### src/ssm_regs.svh
// register numbers, field positions, reset values and encodings for the special register block
// Overview of operation
// - software reads of the execution state register always return zero
// - software writes to the execution state register are ignored
// - compact instruction state bit sits at bit 24
// - bits 26:25 and 15:10 hold continuation or conditional block state, not both
// - interrupt during multiple transfer records next register in bits 15:12
// - after service the multiple transfer resumes from the register in bits 15:12
// - with continuation state held, bits 26:25 and 11:10 are zero
// - conditional block covers up to four instructions after the if-then
// - compact bit cleared only by branch exchange, pop pc, status restore, vector bit 0
// - executing with compact bit zero raises a fault
// - priority mask bit 0 set blocks all configurable priority exceptions
// - fault mask bit 0 set blocks all exceptions except nmi
// - fault mask clears on exit from any handler other than nmi
// - nonzero base priority blocks exceptions with priority value at or above it
// - base priority is eight bits; unimplemented low bits read zero
// - masks written by move to special; two masks also by change state
// - control bit 2 flags active floating point context for exception stacking
// - control bit 1 selects stack; reads zero and ignores writes in handler mode
// - control bit 0 set makes thread mode unprivileged
// - exception entry clears control bits 2:1; exception return sets them from the return code
// - thread uses main stack by default; process stack on write or return
// - masks and control reset to zero and need privileged access
`ifndef SSM_REGS_SVH
`define SSM_REGS_SVH
`define SSM_SEL_EXEC        3'h0
`define SSM_SEL_CFG_MASK        3'h1
`define SSM_SEL_ALL_MASK        3'h2
`define SSM_SEL_BASE_THR        3'h3
`define SSM_SEL_CONTROL         3'h4
`define SSM_EXEC_T_BIT          24
`define SSM_EXEC_RESET          32'h0100_0000
`define SSM_CTRL_FP_ACTIVE_BIT  2
`define SSM_CTRL_STACK_SEL_BIT  1
`define SSM_CTRL_UNPRIV_BIT     0
`define SSM_ZERO32              32'h0000_0000
`define SSM_NMI_NUM             9'h002
`define SSM_COND_LEN_MAX        3'h4
`endif

### src/ssm_pkg.sv
// types shared by the special register block
`default_nettype none
package ssm_pkg;
    typedef struct packed {
        logic       valid;
        logic [2:0] sel;
        logic [31:0] data;
    } ssm_wr_t;
    typedef struct packed {
        logic       valid;
        logic       to_handler;
        logic [8:0] exc_num;
        logic       ret_thread;
        logic       ret_proc_stack;
        logic       ret_fp;
        logic [31:0] status;
    } ssm_exc_t;
    typedef enum logic [1:0] {
        SSM_ST_NORMAL,
        SSM_ST_COND,
        SSM_ST_CONT
    } ssm_exec_mode_t;
endpackage
`default_nettype wire

### src/ssm_special_regs.sv
// special status, mask and control registers beside the pipeline
`include "ssm_regs.svh"
`default_nettype none
module ssm_special_regs #(
    parameter int PRIO_BITS = 8
) (
    input  wire logic              clk,
    input  wire logic              rst,
    input  wire logic              privileged,
    input  wire logic              handler_mode,
    input  wire ssm_pkg::ssm_wr_t  sw_wr,
    input  wire logic [2:0]        sw_rd_sel,
    input  wire logic              chg_state_valid,
    input  wire logic              chg_state_disable,
    input  wire logic              chg_state_cfg_mask,
    input  wire logic              chg_state_all_mask,
    input  wire logic              multi_suspend,
    input  wire logic [3:0]        multi_next_reg,
    input  wire logic              multi_resume,
    input  wire logic              cond_blk_start,
    input  wire logic [7:0]        cond_blk_state,
    input  wire logic              cond_blk_advance,
    input  wire logic              t_clear_valid,
    input  wire logic              t_clear_value,
    input  wire logic              exec_issue,
    input  wire ssm_pkg::ssm_exc_t exc,
    input  wire logic [7:0]        req_priority,
    input  wire logic              req_configurable,
    input  wire logic              req_is_nmi,
    output logic [31:0]            sw_rd_data,
    output logic [31:0]            exec_state,
    output logic [3:0]             resume_reg,
    output logic                   resume_valid,
    output logic                   t_fault,
    output logic                   exc_blocked,
    output logic                   use_process_stack,
    output logic                   thread_unpriv_o,
    output logic                   fp_preserve
);
    logic [31:0] exec_q, exec_d;
    logic        cfg_mask_q, cfg_mask_d;
    logic        all_mask_q, all_mask_d;
    logic [7:0]  base_thr_q, base_thr_d;
    logic [2:0]  ctrl_q, ctrl_d;
    logic [31:0] rd_d;
    logic [3:0]  resume_q;
    logic        resume_v_q, tf_q, blk_q, ps_q, np_q, fpp_q;
    logic [2:0]  cond_cnt_q, cond_cnt_d;

    // unimplemented low-order priority bits never store
    localparam logic [7:0] PRIO_KEEP = 8'(8'hFF << (8 - PRIO_BITS));

    wire wr_ok      = sw_wr.valid && privileged;
    wire wr_cm      = wr_ok && sw_wr.sel == `SSM_SEL_CFG_MASK;
    wire wr_am      = wr_ok && sw_wr.sel == `SSM_SEL_ALL_MASK;
    wire wr_bt      = wr_ok && sw_wr.sel == `SSM_SEL_BASE_THR;
    wire wr_ct      = wr_ok && sw_wr.sel == `SSM_SEL_CONTROL;
    wire chg_ok     = chg_state_valid && privileged;
    wire exc_entry  = exc.valid && exc.to_handler;
    wire exc_ret    = exc.valid && !exc.to_handler;
    wire ret_nonnmi = exc_ret && exc.exc_num != `SSM_NMI_NUM;
    wire t_bit      = exec_q[`SSM_EXEC_T_BIT];
    // resume register is latched at the resume strobe, since exec state clears at that edge
    wire [3:0] resume_d = multi_resume ? exec_q[15:12] : resume_q;

    // exec state: t bit plus shared continuation / conditional block field
    always_comb begin
        exec_d     = exec_q;
        cond_cnt_d = cond_cnt_q;
        if (multi_suspend) begin
            // continuation form keeps bits 26:25 and 11:10 clear
            exec_d[26:25] = 2'h0;
            exec_d[11:10] = 2'h0;
            exec_d[15:12] = multi_next_reg;
            cond_cnt_d    = 3'h0;
        end else if (cond_blk_start) begin
            exec_d[26:25] = cond_blk_state[1:0];
            exec_d[15:10] = cond_blk_state[7:2];
            cond_cnt_d    = `SSM_COND_LEN_MAX;
        end else if (multi_resume) begin
            exec_d[26:25] = 2'h0;
            exec_d[15:10] = 6'h00;
        end else if (cond_blk_advance && cond_cnt_q != 3'h0) begin
            cond_cnt_d = 3'(cond_cnt_q - 3'h1);
            if (cond_cnt_q == 3'h1) begin
                exec_d[26:25] = 2'h0;
                exec_d[15:10] = 6'h00;
            end else begin
                exec_d[14:10] = {exec_q[13:10], exec_q[26]};
                exec_d[26:25] = {exec_q[25], 1'b0};
            end
        end
        if (exc_ret) begin
            exec_d[`SSM_EXEC_T_BIT] = exc.status[`SSM_EXEC_T_BIT];
            exec_d[26:25]           = exc.status[26:25];
            exec_d[15:10]           = exc.status[15:10];
        end else if (t_clear_valid) begin
            exec_d[`SSM_EXEC_T_BIT] = t_clear_value;
        end
        exec_d[31:27] = 5'h00;
        exec_d[23:16] = 8'h00;
        exec_d[9:0]   = 10'h000;
    end

    always_comb begin
        cfg_mask_d = cfg_mask_q;
        all_mask_d = all_mask_q;
        base_thr_d = base_thr_q;
        ctrl_d     = ctrl_q;
        if (wr_cm) cfg_mask_d = sw_wr.data[0];
        if (wr_am) all_mask_d = sw_wr.data[0];
        if (wr_bt) base_thr_d = sw_wr.data[7:0] & PRIO_KEEP;
        if (chg_ok && chg_state_cfg_mask) cfg_mask_d = chg_state_disable;
        if (chg_ok && chg_state_all_mask) all_mask_d = chg_state_disable;
        if (ret_nonnmi) all_mask_d = 1'b0;
        if (wr_ct) begin
            ctrl_d[`SSM_CTRL_UNPRIV_BIT]    = sw_wr.data[0];
            ctrl_d[`SSM_CTRL_FP_ACTIVE_BIT] = sw_wr.data[2];
            if (!handler_mode) ctrl_d[`SSM_CTRL_STACK_SEL_BIT] = sw_wr.data[1];
        end
        if (exc_entry) begin
            ctrl_d[`SSM_CTRL_STACK_SEL_BIT] = 1'b0;
            ctrl_d[`SSM_CTRL_FP_ACTIVE_BIT] = 1'b0;
        end else if (exc_ret) begin
            ctrl_d[`SSM_CTRL_STACK_SEL_BIT] = exc.ret_thread && exc.ret_proc_stack;
            ctrl_d[`SSM_CTRL_FP_ACTIVE_BIT] = exc.ret_fp;
        end
    end

    // software reads: exec state always zero; stack_select hidden in handler mode
    always_comb begin
        rd_d = `SSM_ZERO32;
        if (privileged) begin
            case (sw_rd_sel)
                `SSM_SEL_EXEC:      rd_d = `SSM_ZERO32;
                `SSM_SEL_CFG_MASK:  rd_d = {31'h0, cfg_mask_q};
                `SSM_SEL_ALL_MASK:  rd_d = {31'h0, all_mask_q};
                `SSM_SEL_BASE_THR:  rd_d = {24'h0, base_thr_q};
                `SSM_SEL_CONTROL:   rd_d = {29'h0, ctrl_q[2], ctrl_q[1] & ~handler_mode, ctrl_q[0]};
                default:            rd_d = `SSM_ZERO32;
            endcase
        end
    end

    // lower priority value is more urgent, so block at or above threshold
    wire bp_block = base_thr_q != 8'h00 && req_priority >= base_thr_q;
    wire blk_d    = (all_mask_q && !req_is_nmi)
                  || (cfg_mask_q && req_configurable)
                  || (bp_block && req_configurable);

    // exec state is not a write target; only pipeline events and exception return change it
    always_ff @(posedge clk or posedge rst) begin
        if (rst) begin
            exec_q     <= `SSM_EXEC_RESET;
            cond_cnt_q <= 3'h0;
        end else begin
            exec_q     <= exec_d;
            cond_cnt_q <= cond_cnt_d;
        end
    end

    always_ff @(posedge clk or posedge rst) begin
        if (rst) begin
            cfg_mask_q <= 1'b0;
            all_mask_q <= 1'b0;
            base_thr_q <= 8'h00;
            ctrl_q     <= 3'h0;
        end else begin
            cfg_mask_q <= cfg_mask_d;
            all_mask_q <= all_mask_d;
            base_thr_q <= base_thr_d;
            ctrl_q     <= ctrl_d;
        end
    end

    always_ff @(posedge clk or posedge rst) begin
        if (rst) begin
            sw_rd_data <= `SSM_ZERO32;
            resume_q   <= 4'h0;
            resume_v_q <= 1'b0;
            tf_q       <= 1'b0;
            blk_q      <= 1'b0;
            ps_q       <= 1'b0;
            np_q       <= 1'b0;
            fpp_q      <= 1'b0;
        end else begin
            sw_rd_data <= rd_d;
            resume_q   <= resume_d;
            resume_v_q <= multi_resume;
            tf_q       <= exec_issue && !t_bit;
            blk_q      <= blk_d;
            ps_q       <= ctrl_q[`SSM_CTRL_STACK_SEL_BIT] && !handler_mode;
            np_q       <= ctrl_q[`SSM_CTRL_UNPRIV_BIT];
            fpp_q      <= ctrl_q[`SSM_CTRL_FP_ACTIVE_BIT];
        end
    end

    assign exec_state        = exec_q;
    assign resume_reg        = resume_q;
    assign resume_valid      = resume_v_q;
    assign t_fault           = tf_q;
    assign exc_blocked       = blk_q;
    assign use_process_stack = ps_q;
    assign thread_unpriv_o   = np_q;
    assign fp_preserve       = fpp_q;

    property p_exec_read_zero;
        @(posedge clk) disable iff (rst) ##1 $past(sw_rd_sel) == `SSM_SEL_EXEC |-> sw_rd_data == `SSM_ZERO32;
    endproperty
    a_exec_read_zero: assert property (p_exec_read_zero) else $error("exec state read not zero");

    property p_suspend_records;
        @(posedge clk) disable iff (rst) multi_suspend && !exc.valid |=> exec_state[15:12] == $past(multi_next_reg);
    endproperty
    a_suspend_records: assert property (p_suspend_records) else $error("next register not recorded");

    property p_cont_zero;
        @(posedge clk) disable iff (rst) multi_suspend && !exc.valid |=> exec_state[26:25] == 2'h0
            && exec_state[11:10] == 2'h0;
    endproperty
    a_cont_zero: assert property (p_cont_zero) else $error("continuation form bits not zero");

    property p_resume_reg;
        @(posedge clk) disable iff (rst) multi_resume |=> resume_valid && resume_reg == $past(exec_state[15:12]);
    endproperty
    a_resume_reg: assert property (p_resume_reg) else $error("resume register mismatch");

    property p_t_fault;
        @(posedge clk) disable iff (rst) exec_issue && !exec_state[24] |=> t_fault;
    endproperty
    a_t_fault: assert property (p_t_fault) else $error("no fault with t bit clear");

    property p_t_only_cleared;
        @(posedge clk) disable iff (rst) $fell(exec_state[24]) |-> $past(t_clear_valid) || $past(exc_ret);
    endproperty
    a_t_only_cleared: assert property (p_t_only_cleared) else $error("t bit cleared without cause");

    property p_all_but_nmi_mask_exit;
        @(posedge clk) disable iff (rst) ret_nonnmi |=> !all_mask_q;
    endproperty
    a_all_but_nmi_mask_exit: assert property (p_all_but_nmi_mask_exit) else $error("fault mask kept on handler exit");

    property p_configurable_priority_mask_blocks;
        @(posedge clk) disable iff (rst) cfg_mask_q && req_configurable |=> exc_blocked;
    endproperty
    a_configurable_priority_mask_blocks: assert property (p_configurable_priority_mask_blocks) else $error("configurable exception not blocked");

    property p_all_but_nmi_mask_nmi;
        @(posedge clk) disable iff (rst) req_is_nmi && !req_configurable |=> !exc_blocked;
    endproperty
    a_all_but_nmi_mask_nmi: assert property (p_all_but_nmi_mask_nmi) else $error("nmi blocked");

    property p_base_priority_threshold;
        @(posedge clk) disable iff (rst) req_configurable && !cfg_mask_q && !all_mask_q
            |=> exc_blocked == ($past(base_thr_q) != 8'h00 && $past(req_priority) >= $past(base_thr_q));
    endproperty
    a_base_priority_threshold: assert property (p_base_priority_threshold) else $error("base priority threshold wrong");

    property p_handler_stack_select;
        @(posedge clk) disable iff (rst) wr_ct && handler_mode && !exc.valid |=> $stable(ctrl_q[1]);
    endproperty
    a_handler_stack_select: assert property (p_handler_stack_select) else $error("stack select written in handler");

    property p_return_psp;
        @(posedge clk) disable iff (rst) exc_ret
            |=> ctrl_q[1] == ($past(exc.ret_thread) && $past(exc.ret_proc_stack));
    endproperty
    a_return_psp: assert property (p_return_psp) else $error("stack select not set by return");

    property p_exec_reserved;
        @(posedge clk) disable iff (rst)
            1'b1 |-> exec_state[31:27] == 5'h00 && exec_state[23:16] == 8'h00 && exec_state[9:0] == 10'h000;
    endproperty
    a_exec_reserved: assert property (p_exec_reserved) else $error("exec reserved bits set");

    property p_cond_start;
        @(posedge clk) disable iff (rst) cond_blk_start && !multi_suspend && !exc.valid
            |=> exec_state[26:25] == $past(cond_blk_state[1:0]) && exec_state[15:10] == $past(cond_blk_state[7:2]);
    endproperty
    a_cond_start: assert property (p_cond_start) else $error("conditional state not loaded");

    property p_cond_len;
        @(posedge clk) disable iff (rst)
            1'b1 |-> cond_cnt_q <= `SSM_COND_LEN_MAX;
    endproperty
    a_cond_len: assert property (p_cond_len) else $error("conditional block too long");

    property p_base_bits;
        @(posedge clk) disable iff (rst) wr_bt
            |=> base_thr_q == ($past(sw_wr.data[7:0]) & PRIO_KEEP);
    endproperty
    a_base_bits: assert property (p_base_bits) else $error("base threshold write wrong");

    property p_fp_active;
        @(posedge clk) disable iff (rst) wr_ct && !exc.valid
            |=> ctrl_q[2] == $past(sw_wr.data[2]);
    endproperty
    a_fp_active: assert property (p_fp_active) else $error("fp context flag not written");

    property p_unpriv;
        @(posedge clk) disable iff (rst) wr_ct && !exc.valid
            |=> ctrl_q[0] == $past(sw_wr.data[0]);
    endproperty
    a_unpriv: assert property (p_unpriv) else $error("privilege bit not written");

    property p_entry_main;
        @(posedge clk) disable iff (rst) exc_entry
            |=> !ctrl_q[1];
    endproperty
    a_entry_main: assert property (p_entry_main) else $error("entry kept process stack");

    property p_reset_zero;
        @(posedge clk) $fell(rst)
            |-> !cfg_mask_q && !all_mask_q && base_thr_q == 8'h00 && ctrl_q == 3'h0;
    endproperty
    a_reset_zero: assert property (p_reset_zero) else $error("masks not zero after reset");

    property p_unpriv_ignored;
        @(posedge clk) disable iff (rst) sw_wr.valid && !privileged && !exc.valid
            |=> $stable(cfg_mask_q) && $stable(all_mask_q) && $stable(base_thr_q) && $stable(ctrl_q);
    endproperty
    a_unpriv_ignored: assert property (p_unpriv_ignored) else $error("unprivileged write landed");

    property p_chg_state;
        @(posedge clk) disable iff (rst) chg_ok && chg_state_cfg_mask
            |=> cfg_mask_q == $past(chg_state_disable);
    endproperty
    a_chg_state: assert property (p_chg_state) else $error("change state did not set mask");

    property p_handler_hidden;
        @(posedge clk) disable iff (rst) handler_mode && sw_rd_sel == `SSM_SEL_CONTROL
            |=> !sw_rd_data[1];
    endproperty
    a_handler_hidden: assert property (p_handler_hidden) else $error("stack select visible in handler");

    property p_read_priv;
        @(posedge clk) disable iff (rst) !privileged
            |=> sw_rd_data == `SSM_ZERO32;
    endproperty
    a_read_priv: assert property (p_read_priv) else $error("unprivileged read not zero");

    c_suspend_resume: cover property (@(posedge clk) disable iff (rst) multi_suspend ##[1:20] multi_resume);
    c_it_block: cover property (@(posedge clk) disable iff (rst) cond_blk_start ##1 cond_blk_advance [*4]);
    c_chg_state: cover property (@(posedge clk) disable iff (rst) chg_ok && chg_state_all_mask);
    c_base_priority_threshold_block: cover property (@(posedge clk) disable iff (rst) bp_block && req_configurable);
    c_psp_switch: cover property (@(posedge clk) disable iff (rst) wr_ct && sw_wr.data[1] && !handler_mode);
endmodule
`default_nettype wire

### config.mk
export PLATFORM = sky130hd
export DESIGN_NAME = ssm_special_regs
export DESIGN_NICKNAME = d
export VERILOG_FILES = /design/src/ssm_pkg.sv /design/src/ssm_special_regs.sv
export VERILOG_INCLUDE_DIRS = /design/src /design/src/src
export SDC_FILE = /design/constraint.sdc
export NUM_CORES = 1
export LEC_CHECK = 0
export BUFFER_PORTS_ARGS = -buffer_cell sky130_fd_sc_hd__buf_2
export CAP_MARGIN = 10
export CORE_MARGIN = 2
export CORE_UTILIZATION = 44
export DETAILED_ROUTE_END_ITERATION = 10
export PLACE_DENSITY = 0.84
export SYNTH_ARGS = -nofsm -noshare
export SYNTH_HDL_FRONTEND = slang
export SYNTH_SLANG_ARGS = --single-unit
### constraint.sdc
create_clock -name clk -period 4.2 [get_ports clk]
set_input_delay 0.63 -clock clk [delete_from_list [all_inputs] [get_ports clk]]
set_output_delay 0.63 -clock clk [all_outputs]
set_load 0.03 [all_outputs]
==> results.md <==
* Required @ worst endpoint at ~4.4 ns
* Post-CTS sizing at 0
* Top Usage Layer GRT: met2
* Largest register FFs at 9
* Setup slack, reg-to-reg at 2.20 ns
* Top cells by area, synth: dfrtp_1, buf_4, mux2_2
* Clock sinks at 43
* GP Congestion at roughly 0.87
* Worst Hold Launch: ctrl_q[0]
* Setup bufs post-CTS at 0
* Number of global-route vias before repair at 2064
* Global route total overflow at 0
* Worst hold stages at 0
* Slew Viols, Final at 0
* Design area at 3089 µm²
* R2R Path End: exec_state[15]
* CP Capture Type: flip-flop
* Antenna violations before repair at 0
* Crit path time final at around 2.2 ns
* Rows at 27
* Setup Skew at around 0.011 ns
* DIE AREA at about 6500 µm²
* First-pass GRT wire length at 8887 µm
* Routed Wire Length at 5771 µm
* Pre-CTS setup slack at between 1.5 and 2 ns
* Die H at 80.74 µm
* DR WL/cell at around 13 µm
* Routed vias at approximately 2100
* Grt met1 use at 0.2053
* IO Count at approximately 200
* CTS buffer count at 5
* ANT nets after route at 0
* Placed Area at 2977 µm²
* Area grow syn2layout at 19.22%
* Htree depth at 2
* Setup tns final at 0 ns
* CTS Hold Buffers Added at 0
* RSZ-0062 raised after global routing: false
* Largest area contributor in the netlist: dfrtp_1
* WP data arrival at roughly 2.4 ns
* Worst VDD drop at 0.0001640 V
* Max_slew headroom at 0.4703
* Share of cells above drive strength 1 at 0.3669
* Ys Warns at 0
* Share of Yosys cell area claimed by the top area cell type at 0.4056
* Synth Instances at between 200 and 300
* Crit path max fanout at 21
* Core Area at 5608 µm²
* GR Util met2 at 0.3125
* #FFs+latches synth at 43
* Residual DRC count at 0
* Port Buffers at 101
* Max Fclk at ~460 MHz
* Final setup violation count at 0
* Final period util at 0.5206
* Max_cap viols at 0
* Clock Latency Late Sink at a little under 0.3 ns
* CP startpoint kind: input port
* Root buffer cell: clkbuf_8
* Outcome: completed
* Reg-to-Reg Start: cond_cnt_q[0]
* DR iter-0 viols at 110
* Clk pin slew, worst setup/hold paths at roughly 0.09 ns
* Initial DRT Pass Iterations at 4
* DPL Wire Length at about 4600 µm
* Met3 usage at 0.03444
* Fin Hold WS at 0.4323 ns
* Post-synth EDFFs at 0
* Hold EP: thread_unpriv_o
* Synth unique cells at 46
* Worst-Margin Slew at 0.7946 ns
* Via/cell ratio at just under 5
* Final hold vios at 0
* Critical path class: input port to flip-flop
* Filler instances at ~520
* Largest net degree at the start of global routing at 44
* GRT Overall Usage at 0.1766
* CTS tree: done
* Avg Inst Size Synth at 10.16 µm²
* Async SR Flop Fraction at 1.000
* Mapped Area at approximately 2600 µm²
* Final antenna diode count at 0
* Leakage power at ~1.6 nW
* Register area share after synthesis at 0.4157
* Hold WC Path Type: flip-flop to flip-flop
* Initial core utilization at 0.4621
* CP startpoint: exc[45]
* Nets at ~490
* Chip Width at 80.74 µm
* CTS max path bufs at 2
* Pwr/cell area at 369.3 nW/µm²
* Cells on worst reg2reg path at 6
* Synth Flop Type: dfrtp_1
* Final setup margin at about 2.0 ns
-- synthesized netlist by cell type, drive strengths merged, types with 2 or more instances --
cell type,instances
buf,51
a221oi,7
and3,5
xnor2,2
nor4,4
dfrtp,42
a32oi,2
mux2,14
ha,11
a2111oi,2
nand2,15
clkbuf,3
mux2i,6
nor2b,7
nand3b,3
o41ai,3
nand3,6
nand2b,3
o21ai,10
nor2,9
nor3,4
a21oi,11
nor3b,2
nor4b,3
inv,16
-- metal layers --
metal | up-vias | wire, µm
met3 | 14 | 408
met5 | - | 0
li1 | 997 | -
met2 | 95 | 2962
met4 | 0 | 143
met1 | 1002 | 2257
-- layout by cell type, fill, tap and decap left out, types with 4 or more instances in the layout --
master    count
nand3_1       6
mux2i_1       6
buf_2       101
dfrtp_1      42
nand2_1      15
conb_1       47
mux2_2       14
a21oi_1      10
a221oi_1      6
nor3_1        4
and3_1        5
clkbuf_8      5
o21ai_0      10
nor2b_1       7
nor2_1        9
ha_1         11
inv_1        15
-- cells by family after synthesis --
group	Yosys count	synth area share
multiplexers	20	0.08402
flip-flops	43	0.4157
AO/OA/AOI/OAI	39	0.1111
buffers and inverters	70	0.1738
XOR/XNOR	2	0.006761
adder cells (fa/ha/maj)	11	0.05311
other	1	0.001447
AND/OR/NAND/NOR	69	0.1540
-- critical path, cell delays in order --
cell	delay, ns
buf_2	0.12
and2b_1	0.43
a2111oi_4	0.85
o21ai_0	0.19
o211ai_1	0.15
-- worst max-delay path by stage --
stage,cells past startpoint,to
after global placement,5,exec_state[15]
after global routing,5,exec_state[15]
after floorplan,6,exc_blocked
final,5,exec_state[15]
after detailed placement,5,exec_state[15]
after CTS,5,exec_state[15]
-- where the power goes --
group / leakage (nW) / switching, mW / internal, mW
Combinational: 0.999 / 0.205 / 0.111
Sequential: 0.548 / 0.0405 / 0.465
Clock: 0.0581 / 0.143 / 0.177
Total: 1.60 / 0.388 / 0.753
-- metrics by stage --
stage | total power [mW] | cells | utilization
CTS | 1.150 | 429 | 0.5509
detailed placement | 0.8292 | 421 | 0.5308
floorplan | 0.7586 | 301 | -
global route | 1.202 | 429 | 0.5509
finish | 1.141 | 429 | 0.5509
global placement | 0.8135 | 421 | 0.5308
-- final cells by class --
type	instances	area [µm²]	area share
Inverter	16	60.06	0.01944
Timing Repair Buffer	102	513.0	0.1661
Clock inverter	3	43.79	0.01418
Multi-Input combinational cell	188	1236	0.4002
Sequential cell	43	1077	0.3487
Tap cell	72	90.09	0.02916
Clock buffer	5	68.82	0.02228
No activity file was read; power rests on OpenSTA's default activity.
